File: config.mk
export PLATFORM = sky130hd
export DESIGN_NAME = ldc_led_driver_config_registers
export DESIGN_NICKNAME = d
export VERILOG_FILES = /design/src/ldc_led_driver_config_registers.v
export VERILOG_INCLUDE_DIRS = /design/src /design/src/src
export SDC_FILE = /design/constraint.sdc
export NUM_CORES = 1
export LEC_CHECK = 0
export BUFFER_PORTS_ARGS = -buffer_cell sky130_fd_sc_hd__buf_2
export CORE_MARGIN = 4
export CORE_UTILIZATION = 30
export CTS_CLUSTER_DIAMETER = 80
export CTS_CLUSTER_SIZE = 10
export DETAILED_ROUTE_END_ITERATION = 12
export PLACE_DENSITY = 0.58
export SLEW_MARGIN = 20
export SYNTH_ARGS = -nofsm -noshare
export SYNTH_HDL_FRONTEND = slang
export SYNTH_SLANG_ARGS = --single-unit
File: constraint.sdc
create_clock -name core_clk -period 2.45 [get_ports core_clk]
set_input_delay 0.49 -clock core_clk [delete_from_list [all_inputs] [get_ports core_clk]]
set_output_delay 0.49 -clock core_clk [all_outputs]
set_load 0.02 [all_outputs]
File: src/ldc_regs.vh
// register offsets, field positions and reset values of the led driver config bank
`ifndef LDC_REGS_VH
`define LDC_REGS_VH
`define LDC_ADDR_REVISION     8'h00
`define LDC_ADDR_SOFT_RESET   8'h01
`define LDC_ADDR_SINK_ASSIGN  8'h10
`define LDC_ADDR_A_ONOFF_RAMP 8'h11
`define LDC_ADDR_B_ONOFF_RAMP 8'h12
`define LDC_ADDR_RT_RAMP      8'h13
`define LDC_ADDR_RT_SELECT    8'h14
`define LDC_ADDR_RESERVED     8'h15
`define LDC_ADDR_DIMMING      8'h16
`define LDC_ADDR_A_FULLSCALE  8'h17
`define LDC_ADDR_B_FULLSCALE  8'h18
`define LDC_ADDR_FEEDBACK     8'h19
`define LDC_ADDR_BOOST        8'h1a
`define LDC_ADDR_AUTO_FREQ    8'h1b
`define LDC_ADDR_PWM_SETUP    8'h1c
`define LDC_ADDR_A_LEVEL_LOW  8'h20
`define LDC_ADDR_A_LEVEL_HIGH 8'h21
`define LDC_ADDR_B_LEVEL_LOW  8'h22
`define LDC_ADDR_B_LEVEL_HIGH 8'h23
`define LDC_ADDR_BANK_ON      8'h24
`define LDC_ADDR_OPEN_FLAGS   8'hb0
`define LDC_ADDR_SHORT_FLAGS  8'hb2
`define LDC_ADDR_FAULT_ARM    8'hb4
`define LDC_RST_SINK_ASSIGN   3'h6
`define LDC_RST_RAMP          8'h00
`define LDC_RST_RT_SELECT     4'h0
`define LDC_RST_RESERVED      8'h33
`define LDC_RST_DIMMING       3'h0
`define LDC_RST_FULLSCALE     5'h13
`define LDC_RST_FEEDBACK      3'h7
`define LDC_RST_BOOST         5'h00
`define LDC_RST_AUTO_FREQ     8'hcf
`define LDC_RST_PWM_SETUP     4'hc
`define LDC_RST_LEVEL_LOW     3'h0
`define LDC_RST_LEVEL_HIGH    8'h00
`define LDC_RST_BANK_ON       2'h0
`define LDC_RST_FAULT_ARM     2'h0
`define LDC_SOFT_RESET_BIT    0
`define LDC_DIM_LINEAR_BIT    0
`define LDC_DIM_A_NODITHER    1
`define LDC_DIM_B_NODITHER    2
`define LDC_BOOST_FREQ_BIT    0
`define LDC_BOOST_OVP_LSB     1
`define LDC_BOOST_AFREQ_BIT   3
`define LDC_BOOST_AHR_BIT     4
`define LDC_PWM_A_BIT         0
`define LDC_PWM_B_BIT         1
`define LDC_PWM_POL_BIT       2
`define LDC_PWM_ZERO_BIT      3
`define LDC_ARM_OPEN_BIT      0
`define LDC_ARM_SHORT_BIT     1
`endif

File: src/ldc_led_driver_config_registers.v
// configuration and status register bank of a three-string led driver
//
// Function
// - soft reset bit resets device, self-clears
// - revision reads fixed four-bit code
// - per-sink bank routing, default 0x06
// - per-bank shutdown and startup ramp codes
// - shared runtime ramp up/down codes
// - per-bank runtime ramp source select
// - mapping mode exponential or linear
// - per-bank dither disable bits
// - per-bank five-bit full-scale current code
// - per-sink feedback enable, default all ones
// - boost frequency select bit
// - two-bit overvoltage threshold select
// - auto headroom and auto frequency enables
// - auto frequency threshold, reset 0xcf
// - pwm scaling enables and polarity
// - pwm zero-duty detection enable
// - brightness code from low and high registers
// - high write commits code, starts ramp
// - bank enable bits, default off
// - fault flags readable when armed
// - all resets restore config defaults; read port clears on rst only
// - address and data byte arrive together in one strobe
`timescale 1ns/1ns
`default_nettype none
`include "ldc_regs.vh"

module ldc_led_driver_config_registers #(
  parameter [3:0] SILICON_REV = 4'h5 // arbitrary value
) (
  // clock and reset
  input  wire        core_clk,
  input  wire        rst,
  input  wire        hardware_enable_pin,
  // register access from the serial slave
  input  wire        reg_wr,
  input  wire        reg_rd,
  input  wire [7:0]  reg_addr,
  input  wire [7:0]  reg_wdata,
  output reg  [7:0]  reg_rdata,
  output reg         reg_rvalid,
  // fault sensing from the analog side
  input  wire [2:0]  sense_open,
  input  wire [2:0]  sense_short,
  // configuration toward the analog and dimming engines
  output wire        soft_reset_pulse,
  output wire [2:0]  sink_to_bank_b,
  output wire [3:0]  bank_a_startup_code,
  output wire [3:0]  bank_a_shutdown_code,
  output wire [3:0]  bank_b_startup_code,
  output wire [3:0]  bank_b_shutdown_code,
  output wire [3:0]  ramp_up_code,
  output wire [3:0]  ramp_down_code,
  output wire [1:0]  bank_a_ramp_select,
  output wire [1:0]  bank_b_ramp_select,
  output wire        linear_mapping,
  output wire        bank_a_dither_off,
  output wire        bank_b_dither_off,
  output wire [4:0]  bank_a_fs_code,
  output wire [4:0]  bank_b_fs_code,
  output wire [2:0]  sink_feedback_on,
  output wire        boost_freq_1mhz,
  output wire [1:0]  overvoltage_threshold,
  output wire        auto_freq_on,
  output wire        auto_headroom_on,
  output wire [7:0]  auto_freq_threshold,
  output wire        pwm_bank_a_on,
  output wire        pwm_bank_b_on,
  output wire        pwm_active_high,
  output wire        pwm_zero_detect_on,
  output reg  [10:0] bank_a_level,
  output reg  [10:0] bank_b_level,
  output reg         bank_a_ramp_start,
  output reg         bank_b_ramp_start,
  output wire [1:0]  bank_on,
  output wire        open_detect_on,
  output wire        short_detect_on
);

  reg       soft_reset;
  reg [2:0] sink_assign;
  reg [7:0] a_onoff;
  reg [7:0] b_onoff;
  reg [7:0] rt_ramp;
  reg [3:0] rt_select;
  reg [2:0] dimming;
  reg [4:0] a_fs;
  reg [4:0] b_fs;
  reg [2:0] feedback;
  reg [4:0] boost;
  reg [7:0] auto_freq;
  reg [3:0] pwm_setup;
  reg [2:0] a_low;
  reg [7:0] a_high;
  reg [2:0] b_low;
  reg [7:0] b_high;
  reg [1:0] bank_en;
  reg [1:0] fault_arm;
  reg [2:0] open_flags;
  reg [2:0] short_flags;
  reg [7:0] next_rdata;

  // any reset source returns every config and flag register to its default; read data and valid clear on rst only
  wire reg_reset = rst | soft_reset | ~hardware_enable_pin;

  // one write strobe for all addresses; data byte arrives with the address in the same cycle
  wire wr_sel_hit = reg_wr;

  // high-byte writes commit a bank's code
  wire wr_a_high = wr_sel_hit && reg_addr == `LDC_ADDR_A_LEVEL_HIGH;
  wire wr_b_high = wr_sel_hit && reg_addr == `LDC_ADDR_B_LEVEL_HIGH;

  always @(posedge core_clk) begin
    if (rst | ~hardware_enable_pin) begin
      soft_reset <= 1'b0;
    end else if (soft_reset) begin
      soft_reset <= 1'b0;
    end else if (wr_sel_hit && reg_addr == `LDC_ADDR_SOFT_RESET) begin
      soft_reset <= reg_wdata[`LDC_SOFT_RESET_BIT];
    end
  end

  // one process per register; unmapped addresses touch nothing
  always @(posedge core_clk) begin
    if (reg_reset) begin
      sink_assign <= `LDC_RST_SINK_ASSIGN;
    end else if (wr_sel_hit && reg_addr == `LDC_ADDR_SINK_ASSIGN) begin
      sink_assign <= reg_wdata[2:0];
    end
  end

  always @(posedge core_clk) begin
    if (reg_reset) begin
      a_onoff <= `LDC_RST_RAMP;
    end else if (wr_sel_hit && reg_addr == `LDC_ADDR_A_ONOFF_RAMP) begin
      a_onoff <= reg_wdata;
    end
  end

  always @(posedge core_clk) begin
    if (reg_reset) begin
      b_onoff <= `LDC_RST_RAMP;
    end else if (wr_sel_hit && reg_addr == `LDC_ADDR_B_ONOFF_RAMP) begin
      b_onoff <= reg_wdata;
    end
  end

  always @(posedge core_clk) begin
    if (reg_reset) begin
      rt_ramp <= `LDC_RST_RAMP;
    end else if (wr_sel_hit && reg_addr == `LDC_ADDR_RT_RAMP) begin
      rt_ramp <= reg_wdata;
    end
  end

  always @(posedge core_clk) begin
    if (reg_reset) begin
      rt_select <= `LDC_RST_RT_SELECT;
    end else if (wr_sel_hit && reg_addr == `LDC_ADDR_RT_SELECT) begin
      rt_select <= reg_wdata[3:0];
    end
  end

  always @(posedge core_clk) begin
    if (reg_reset) begin
      dimming <= `LDC_RST_DIMMING;
    end else if (wr_sel_hit && reg_addr == `LDC_ADDR_DIMMING) begin
      dimming <= {reg_wdata[3:2], reg_wdata[0]};
    end
  end

  always @(posedge core_clk) begin
    if (reg_reset) begin
      a_fs <= `LDC_RST_FULLSCALE;
    end else if (wr_sel_hit && reg_addr == `LDC_ADDR_A_FULLSCALE) begin
      a_fs <= reg_wdata[4:0];
    end
  end

  always @(posedge core_clk) begin
    if (reg_reset) begin
      b_fs <= `LDC_RST_FULLSCALE;
    end else if (wr_sel_hit && reg_addr == `LDC_ADDR_B_FULLSCALE) begin
      b_fs <= reg_wdata[4:0];
    end
  end

  always @(posedge core_clk) begin
    if (reg_reset) begin
      feedback <= `LDC_RST_FEEDBACK;
    end else if (wr_sel_hit && reg_addr == `LDC_ADDR_FEEDBACK) begin
      feedback <= reg_wdata[2:0];
    end
  end

  always @(posedge core_clk) begin
    if (reg_reset) begin
      boost <= `LDC_RST_BOOST;
    end else if (wr_sel_hit && reg_addr == `LDC_ADDR_BOOST) begin
      boost <= reg_wdata[4:0];
    end
  end

  always @(posedge core_clk) begin
    if (reg_reset) begin
      auto_freq <= `LDC_RST_AUTO_FREQ;
    end else if (wr_sel_hit && reg_addr == `LDC_ADDR_AUTO_FREQ) begin
      auto_freq <= reg_wdata;
    end
  end

  always @(posedge core_clk) begin
    if (reg_reset) begin
      pwm_setup <= `LDC_RST_PWM_SETUP;
    end else if (wr_sel_hit && reg_addr == `LDC_ADDR_PWM_SETUP) begin
      pwm_setup <= reg_wdata[3:0];
    end
  end

  always @(posedge core_clk) begin
    if (reg_reset) begin
      a_low <= `LDC_RST_LEVEL_LOW;
    end else if (wr_sel_hit && reg_addr == `LDC_ADDR_A_LEVEL_LOW) begin
      a_low <= reg_wdata[2:0];
    end
  end

  always @(posedge core_clk) begin
    if (reg_reset) begin
      a_high <= `LDC_RST_LEVEL_HIGH;
    end else if (wr_a_high) begin
      a_high <= reg_wdata;
    end
  end

  always @(posedge core_clk) begin
    if (reg_reset) begin
      b_low <= `LDC_RST_LEVEL_LOW;
    end else if (wr_sel_hit && reg_addr == `LDC_ADDR_B_LEVEL_LOW) begin
      b_low <= reg_wdata[2:0];
    end
  end

  always @(posedge core_clk) begin
    if (reg_reset) begin
      b_high <= `LDC_RST_LEVEL_HIGH;
    end else if (wr_b_high) begin
      b_high <= reg_wdata;
    end
  end

  always @(posedge core_clk) begin
    if (reg_reset) begin
      bank_en <= `LDC_RST_BANK_ON;
    end else if (wr_sel_hit && reg_addr == `LDC_ADDR_BANK_ON) begin
      bank_en <= reg_wdata[1:0];
    end
  end

  always @(posedge core_clk) begin
    if (reg_reset) begin
      fault_arm <= `LDC_RST_FAULT_ARM;
    end else if (wr_sel_hit && reg_addr == `LDC_ADDR_FAULT_ARM) begin
      fault_arm <= reg_wdata[1:0];
    end
  end

  // low byte stays pending; high write commits the combined code
  always @(posedge core_clk) begin
    if (reg_reset) begin
      bank_a_level      <= 11'h000;
      bank_b_level      <= 11'h000;
      bank_a_ramp_start <= 1'b0;
      bank_b_ramp_start <= 1'b0;
    end else begin
      bank_a_ramp_start <= wr_a_high;
      bank_b_ramp_start <= wr_b_high;
      if (wr_a_high) begin
        bank_a_level <= {reg_wdata, a_low};
      end
      if (wr_b_high) begin
        bank_b_level <= {reg_wdata, b_low};
      end
    end
  end

  // flags follow the sensors only while armed
  always @(posedge core_clk) begin
    if (reg_reset) begin
      open_flags  <= 3'h0;
      short_flags <= 3'h0;
    end else begin
      open_flags  <= fault_arm[`LDC_ARM_OPEN_BIT] ? sense_open : 3'h0;
      short_flags <= fault_arm[`LDC_ARM_SHORT_BIT] ? sense_short : 3'h0;
    end
  end

  always @* begin
    case (reg_addr)
      `LDC_ADDR_REVISION:     next_rdata = {4'h0, SILICON_REV};
      `LDC_ADDR_SOFT_RESET:   next_rdata = 8'h00;
      `LDC_ADDR_SINK_ASSIGN:  next_rdata = {5'h00, sink_assign};
      `LDC_ADDR_A_ONOFF_RAMP: next_rdata = a_onoff;
      `LDC_ADDR_B_ONOFF_RAMP: next_rdata = b_onoff;
      `LDC_ADDR_RT_RAMP:      next_rdata = rt_ramp;
      `LDC_ADDR_RT_SELECT:    next_rdata = {4'h0, rt_select};
      `LDC_ADDR_RESERVED:     next_rdata = `LDC_RST_RESERVED;
      `LDC_ADDR_DIMMING:      next_rdata = {4'h0, dimming[2:1], 1'b0, dimming[0]};
      `LDC_ADDR_A_FULLSCALE:  next_rdata = {3'h0, a_fs};
      `LDC_ADDR_B_FULLSCALE:  next_rdata = {3'h0, b_fs};
      `LDC_ADDR_FEEDBACK:     next_rdata = {5'h00, feedback};
      `LDC_ADDR_BOOST:        next_rdata = {3'h0, boost};
      `LDC_ADDR_AUTO_FREQ:    next_rdata = auto_freq;
      `LDC_ADDR_PWM_SETUP:    next_rdata = {4'h0, pwm_setup};
      `LDC_ADDR_A_LEVEL_LOW:  next_rdata = {5'h00, a_low};
      `LDC_ADDR_A_LEVEL_HIGH: next_rdata = a_high;
      `LDC_ADDR_B_LEVEL_LOW:  next_rdata = {5'h00, b_low};
      `LDC_ADDR_B_LEVEL_HIGH: next_rdata = b_high;
      `LDC_ADDR_BANK_ON:      next_rdata = {6'h00, bank_en};
      `LDC_ADDR_OPEN_FLAGS:   next_rdata = {5'h00, open_flags};
      `LDC_ADDR_SHORT_FLAGS:  next_rdata = {5'h00, short_flags};
      `LDC_ADDR_FAULT_ARM:    next_rdata = {6'h00, fault_arm};
      default:                next_rdata = 8'h00;
    endcase
  end

  always @(posedge core_clk) begin
    if (rst) begin
      reg_rdata  <= 8'h00;
      reg_rvalid <= 1'b0;
    end else begin
      reg_rvalid <= reg_rd;
      if (reg_rd) begin
        reg_rdata <= next_rdata;
      end
    end
  end

  assign soft_reset_pulse      = soft_reset;
  assign sink_to_bank_b        = sink_assign;
  assign bank_a_startup_code   = a_onoff[3:0];
  assign bank_a_shutdown_code  = a_onoff[7:4];
  assign bank_b_startup_code   = b_onoff[3:0];
  assign bank_b_shutdown_code  = b_onoff[7:4];
  assign ramp_up_code          = rt_ramp[7:4];
  assign ramp_down_code        = rt_ramp[3:0];
  assign bank_a_ramp_select    = rt_select[1:0];
  assign bank_b_ramp_select    = rt_select[3:2];
  assign linear_mapping        = dimming[`LDC_DIM_LINEAR_BIT];
  assign bank_a_dither_off     = dimming[`LDC_DIM_A_NODITHER];
  assign bank_b_dither_off     = dimming[`LDC_DIM_B_NODITHER];
  assign bank_a_fs_code        = a_fs;
  assign bank_b_fs_code        = b_fs;
  assign sink_feedback_on      = feedback;
  assign boost_freq_1mhz       = boost[`LDC_BOOST_FREQ_BIT];
  assign overvoltage_threshold = boost[2:1];
  assign auto_freq_on          = boost[`LDC_BOOST_AFREQ_BIT];
  assign auto_headroom_on      = boost[`LDC_BOOST_AHR_BIT];
  assign auto_freq_threshold   = auto_freq;
  assign pwm_bank_a_on         = pwm_setup[`LDC_PWM_A_BIT];
  assign pwm_bank_b_on         = pwm_setup[`LDC_PWM_B_BIT];
  assign pwm_active_high       = pwm_setup[`LDC_PWM_POL_BIT];
  assign pwm_zero_detect_on    = pwm_setup[`LDC_PWM_ZERO_BIT];
  assign bank_on               = bank_en;
  assign open_detect_on        = fault_arm[`LDC_ARM_OPEN_BIT];
  assign short_detect_on       = fault_arm[`LDC_ARM_SHORT_BIT];

endmodule
`default_nettype wire

==> impl_results.md, run 1 <==
* Share of cells above drive strength 1 at between 20% and 30%
* CTS tree: yes
* Initial antenna violation count at 0
* Worst-margin pin slew at ~0.6 ns
* Worst slew margin at 60.4%
* Synth warnings at 0
* Post-route cell area at ~7000 sq um
* Die area at 19800 sq um
* # nets final at about 770
* DRT iter0 DRCs at ~400
* Mean Syn Cell Area at approximately 8.7 sq um
* Setup TNS Final at 0 ns
* Final setup viols at 0
* RSZ-0062 raised after global routing: no
* Detail Placement HPWL at ~14 mm
* FF/Latch Area at ~2300 sq um
* Clk sinks at 114
* Minimum clock period at between 1.5 and 2 ns
* Final worst slack at 0.482 ns
* Worst path required time at ~2.8 ns
* RD Place Congestion at around 0.93
* Cell internal pwr at around 3.7 mW
* Clock Path Buffers at 2
* Setup crit start kind: input port
* Psw at between 1 and 1.5 mW
* Routed Antenna Nets at 0
* Switch share at approximately 23%
* Clock-pin transition on the worst setup and hold timing paths at ~0.050 ns
* Synthesized area at approximately 5300 sq um
* # H-tree levels at 4
* Vias in the first global route at around 5k
* Die height at around 140 microns
* Placed inst area at approximately 6400 sq um
* Drt pass-1 iters at 5
* Site Rows at 48
* Total wire length at about 20 mm
* Multi-input logic area at 2750 sq um
* Worst hold path class: in2reg
* Hold-fix buffers at CTS at 0
* Worst Path Max Fanout at 10
* Hold Fails Final Rpt at 0
* Global routing usage on met3 at roughly 4.7%
* Die width at roughly 140 microns
* Synth Net Count at 633
* GRT busiest layer: met2
* Mapped Cells at roughly 610
* #FFs+latches synth at ~110
* Fmax at between 500 and 600 MHz
* Met1 global-route usage at between 20% and 30%
* Sequential share of power at between 30% and 40%
* PwrDens at approximately 680 nW/um^2
* Filler cell count at around 1.8k
* DRC violations left at 0
* Combinational Power Share at around 6.3%
* Clock Tree Root: clkbuf_16
* Status: complete, no violations
* Via Count at 5097
* Kind of critical path: in2reg
* I/O pin total at 129
* Worst-Skew Late Latency at 0.42 ns
* Total GRT Usage at 19.9%
* Lkg Pwr at slightly above 3 nW
* Register area share after synthesis at between 40 and 50%
* Clk pwr share at 54.7%
* Peak VDD IR at between 500 and 600 uV
* Commonest non-fill, non-tap cells in the layout: buf_2 (128), dfxtp_1 (114), nand2_1 (74)
* Core area at ~17000 sq um
* CTS buffer count at 17
* Distinct cells, synth at 55
* Main synth FF type: dfxtp_1
* Max cap viols at 0
* Buffers on Ports at around 130
* Number of flops mapped to enable cells by yosys at 0
* First-pass GRT wire length at slightly above 30 mm
* CP endpoint kind: flop
* Pins Over Slew Limit at 0
* Synthesis-to-layout area growth at 31.9%
* Remaining global-route overflow at 0
* Ant. Diodes at 0
* Via density per instance at roughly 5.2
* CTS resizes at 0
* Post-CTS Setup Bufs at 0
* Crit share post-route at 80.3%
* Initial core utilization at ~31%
* Post-route clock skew at around 0.0098 ns
* Met2 Resource Use GR at a little under a third
* Hold Slack at slightly below 0.3 ns
* Routed len/inst at between 15 and 20 microns
* Largest net degree at the start of global routing at 51
* Pre-CTS WS at slightly above 0.1 ns
* Worst path arrival time at roughly 2.3 ns
* Ys async rst share at 0%
* Most common cell after layout, fill and taps aside: buf_2
-- cells by family (layout without fill, tap and decap cells) --
logic type | count (synthesis) | after routing | synth area share (%)
AND/OR/NAND/NOR | 256 | 256 | 24.1
flip-flops | 114 | 114 | 43.1
AO/OA/AOI/OAI | 103 | 103 | 12.8
multiplexers | 73 | 73 | 14.9
buffers and inverters | 60 | 208 | 5.08
-- critical path: stages --
cell     delay [ns]
buf_2          0.16
nor4b_4        0.55
buf_4          0.26
nand2_1        0.20
nor2_1         0.32
mux2i_1        0.23
nor2_1         0.06
-- cell usage after synthesis, types with 3 or more instances --
master     number  area, sq um
a2111oi_0       3         26.3
a211oi_1        8         60.1
a21oi_1        34          170
a22oi_1         8         60.1
a31oi_1         6         37.5
a32oi_1         5         43.8
and3_1         10         62.6
buf_2          17         85.1
clkbuf_1       30          113
dfxtp_1       114         2280
inv_1           8         30.0
mux2_2          8         90.1
mux2i_1        61          611
mux4_2          4         90.1
nand2_1        75          282
nand3_1        57          285
nand3_2         3         30.0
nand3b_1        4         30.0
nand4_1         5         31.3
nor2_1         69          259
nor2b_1         8         50.1
nor3_1          4         20.0
nor3b_1         3         22.5
o21a_1          3         22.5
o21ai_0        14         70.1
o31ai_1         5         37.5
-- layout make-up --
class	instances	share of cell area (%)
multi-input combinational	432	39.4
timing repair buffer	168	14.6
clock buffer	21	6.59
tap	225	4.03
sequential	114	32.7
inverter	8	0.430
clock inverter	11	2.28
-- sequential cells by signal, indices dropped and copies added, names as in the netlist, 5 cells and up --
register and flops:
bank_b_fs_code 5, auto_freq_threshold 8, bank_a_fs_code 5, rt_ramp 8
reg_rdata 8, b_onoff 8, boost 5, a_high 8
b_high 8, a_onoff 8
-- layer usage --
metal  routed length [microns]  vias up
met4                       423        0
met3                      1070       29
met5                         0        -
met2                      8960      167
li1                          -     2444
met1                      9110     2457
-- final timing paths --
| check | depth (start not counted) | slack, ns | end | startpoint |
|---|---|---|---|---|
| min reg2reg | 2 | 0.46 | bank_a_level[0] | bank_a_level[0] |
| max | 7 | 0.48 | dimming[2] | reg_addr[5] |
| min | 2 | 0.30 | short_flags[0] | sense_short[0] |
| max reg2reg | 5 | 0.70 | reg_rdata[2] | a_low[2] |
-- power groups by stage --
| stage | logic, mW | registers, mW | clock network [mW] |
|---|---|---|---|
| 2_1_floorplan | 0.163 | 1.91 | 0 |
| 3_5_place_dp | 0.299 | 1.90 | 0 |
| 5_1_grt | 0.324 | 1.86 | 2.73 |
| 3_3_place_gp | 0.300 | 1.90 | 0 |
| 6_report | 0.302 | 1.86 | 2.61 |
| 4_1_cts | 0.300 | 1.86 | 2.65 |
-- per-stage QoR --
step                      util, %  power (mW)  cells
final                        40.4        4.78    979
after global routing         40.4        4.92    979
after CTS                    40.4        4.81    979
after detailed placement     36.8        2.20    947
after global placement       36.8        2.20    947
after floorplan                 -        2.07    606
Power figures use the tool's default switching activity.
==> inputs of run 2 (changes only) <==
Settings changed: ABC_AREA from default to 1.
Clock period 2.45 ns to 2.1 ns, I/O delays scaled along.
==> run 2 against run 1 <==
Against the previous run:
- sequential power rose by 17%
- count of clock-buffer cells in the layout is 4 lower
- register-to-register slack got worse by 0.27 ns
- die area decreased by 4.8%
- hold slack worse by 0.086 ns
- sequential share of layout area is 1.9 points higher
- core utilization fell by 0.45 points
- flip-flop and latch count did not move
==> impl_results.md, run 2 <==
* Mapped Cells at 716 (+18%)
* Total GRT Usage at 19.0% (-0.97 points)
* Routed Antenna Nets at 0 (unchanged)
* Hold Slack at 0.212 ns (-0.0861 ns)
* Synth Net Count at 743 (+17%)
* DRC violations left at 0 (unchanged)
* Die width at 137 microns (-2.4%)
* Crit-path leading delay family: simple AND/OR/NAND/NOR gates
* Initial core utilization at 30.4% (-0.20 points)
* Peak VDD IR at 558 uV (+8.6%)
* Number of flops mapped to enable cells by yosys at 0 (unchanged)
* Max cap viols at 0 (unchanged)
* DRT iter0 DRCs at 488 (+24%)
* Synth warnings at 0 (unchanged)
* CP endpoint kind: flop
* Register area share after synthesis at 45.4% (+2.3 points)
* Synth area leader: dfxtp_1
* Commonest non-fill, non-tap cells in the layout: nand2_1 (134), buf_2 (128), dfxtp_1 (114)
* Final core utilization at 39.9% (-0.45 points)
* Crit-path max cell delay at 0.36 ns (-0.19 ns)
* Layout Cells excl Fill at 1087 (+11%)
* Pins Over Slew Limit at 0 (unchanged)
* Setup TNS Final at 0 ns (unchanged)
* Post-CTS Setup Bufs at 0 (unchanged)
* Ys async rst share at 0% (unchanged)
* #FFs+latches synth at 114 (unchanged)
* Vias in the first global route at 4871 (-2.7%)
* RSZ-0062 raised after global routing: no
* Worst-Skew Late Latency at 0.42 ns (about the same)
* # nets final at 881 (+15%)
* RD Place Congestion at 0.881 (-5.4%)
* CTS tree: yes
* Detail Placement HPWL at 13.4 mm (-6.1%)
* Routed len/inst at 16.3 microns (-18%)
* Die area at 18900 sq um (-4.8%)
* CTS buffer count at 17 (unchanged)
* Most numerous cell in the Yosys netlist: nand2_1
* Largest net degree at the start of global routing at 49 (-3.9%)
* Share of cells above drive strength 1 at 23.6% (-5.9 points)
* Fmax at 593 MHz
* Clock Path Buffers at 2 (unchanged)
* Mean Syn Cell Area at 7.02 sq um (-20%)
* # H-tree levels at 4 (unchanged)
* Total wire length at 17.8 mm (-9.2%)
* Hold Fails Final Rpt at 0 (unchanged)
* Core area at 16500 sq um (-4.5%)
* Synthesized area at 5030 sq um (-5.1%)
* Worst path arrival time at 2.04 ns (-0.24 ns)
* First-pass GRT wire length at 27.1 mm (-11%)
* Via Count at 5221 (+2.4%)
* Multi-input logic area at 2280 sq um (-17%)
* Critical-path cell list: buf_2 -> inv_1 -> nand2_1 -> nor2_4 -> buf_4 -> nand2_1 -> o21ai_0 -> nor2_1 -> nand3_1 -> nand2_1 -> a21oi_1
* Worst hold path class: in2reg
* Yosys top cell area share at 45.4% (+2.3 points)
* Via density per instance at 4.80 (-7.7%)
* Distinct cells, synth at 25 (-55%)
* Largest cells by area after synthesis: dfxtp_1 (45%), nand2_1 (10%), nand3_1 (8.8%)
* I/O pin total at 129 (unchanged)
* Drt pass-1 iters at 5 (unchanged)
* Hold-fix buffers at CTS at 0 (unchanged)
* FF/Latch Area at 2280 sq um (unchanged)
* Clk sinks at 114 (unchanged)
* Minimum clock period at 1.69 ns
* Worst slew margin at 65.6% (+5.2 points)
* Lkg Pwr at 2.93 nW (-3.0%)
* Top post-synthesis cells by count: nand2_1 (134), dfxtp_1 (114), nand3_1 (88)
* Most Frequent Cell on Critical Path: nand2_1
* Ant. Diodes at 0 (unchanged)
* Filler cell count at 1764 (-0.79%)
* Main synth FF type: dfxtp_1
* Final setup viols at 0 (unchanged)
* Remaining global-route overflow at 0 (unchanged)
* Buffers on Ports at 128 (unchanged)
* Crit share post-route at 80.3%
* Most common cell after layout, fill and taps aside: nand2_1
* Site Rows at 47 (-2.1%)
* Synthesis-to-layout area growth at 31.2%
* CP bufs+invs at 3 (+1)
* Clock Tree Root: clkbuf_16
* Clock-pin transition on the worst setup and hold timing paths at 0.06 ns (about the same)
* Cell Count Post-Placement at 1055 (+11%)
* CTS resizes at 0 (unchanged)
* Setup crit start kind: input port
* Initial antenna violation count at 0 (unchanged)
* Slowest CP cell: nor2_4
* Status: complete, no violations
* PwrDens at 833 nW/um^2 (+22%)
* Worst Path Max Fanout at 14 (+4)
* Die height at 137 microns (-2.4%)
* Post-route clock skew at 0.00542 ns (-0.00435 ns)
* Worst path required time at 2.45 ns (-0.31 ns)
* Worst-margin pin slew at 0.512 ns (-0.0762 ns)
* Kind of critical path: in2reg
[run 2: per-layer routing]
| layer | share of wire, % | global-route usage, % | up-vias |
|---|---|---|---|
| li1 | - | - | 2625 |
| met1 | 45 | 25.0 | 2388 |
| met2 | 46 | 29.8 | 174 |
| met3 | 6.7 | 4.86 | 34 |
| met4 | 2.5 | 7.21 | 0 |
| met5 | 0 | 0 | - |
[run 2: final timing paths]
kind,from,to,slack (ns),cells after the start
hold reg to reg,reg_rdata[5],reg_rdata[5],0.47,2
setup / recovery,reg_addr[6],reg_rdata[3],0.41,11
hold / removal,sense_open[2],open_flags[2],0.21,3
setup reg to reg,soft_reset_pulse,fault_arm[0],0.43,6
[run 2: worst reg2reg max path: stages (launching register included)]
cell and delay, ns:
dfxtp_1 0.35, nor2_1 0.05, nand2_1 0.09, clkinv_1 0.43
buf_12 0.35, nand2_1 0.20, o21ai_0 0.09
[run 2: layout make-up]
| type | count | area share, % |
|---|---|---|
| inverter | 83 | 4.72 |
| tap | 220 | 4.17 |
| sequential | 114 | 34.6 |
| timing repair buffer | 149 | 12.3 |
| clock buffer | 17 | 6.45 |
| multi-input combinational | 489 | 34.6 |
| clock inverter | 15 | 3.17 |
[run 2: report_power, final]
group / internal, mW / switching [mW] / total [mW]
clock network: 2.00 / 1.10 / 3.09
registers: 2.17 / 0.00150 / 2.17
logic: 0.0594 / 0.172 / 0.231
[run 2: through the flow]
step / area (sq um) / total power, mW / worst slack (ns)
floorplan: 5030 / 2.34 / 0.548
detailed placement: 5960 / 2.44 / 0.0138
CTS: 6600 / 5.53 / 0.436
global route: 6600 / 5.63 / 0.266
finish: 6600 / 5.49 / 0.413
global placement: 5960 / 2.44 / 0.0130
[run 2: kinds of logic (layout without fill, tap and decap cells)]
group           Yosys count  count (layout)  share of synthesized area [%]
simple gates            323             323                           28.4
buf+inv                 113             264                           9.21
compound gates          166             166                           17.0
flops                   114             114                           45.4
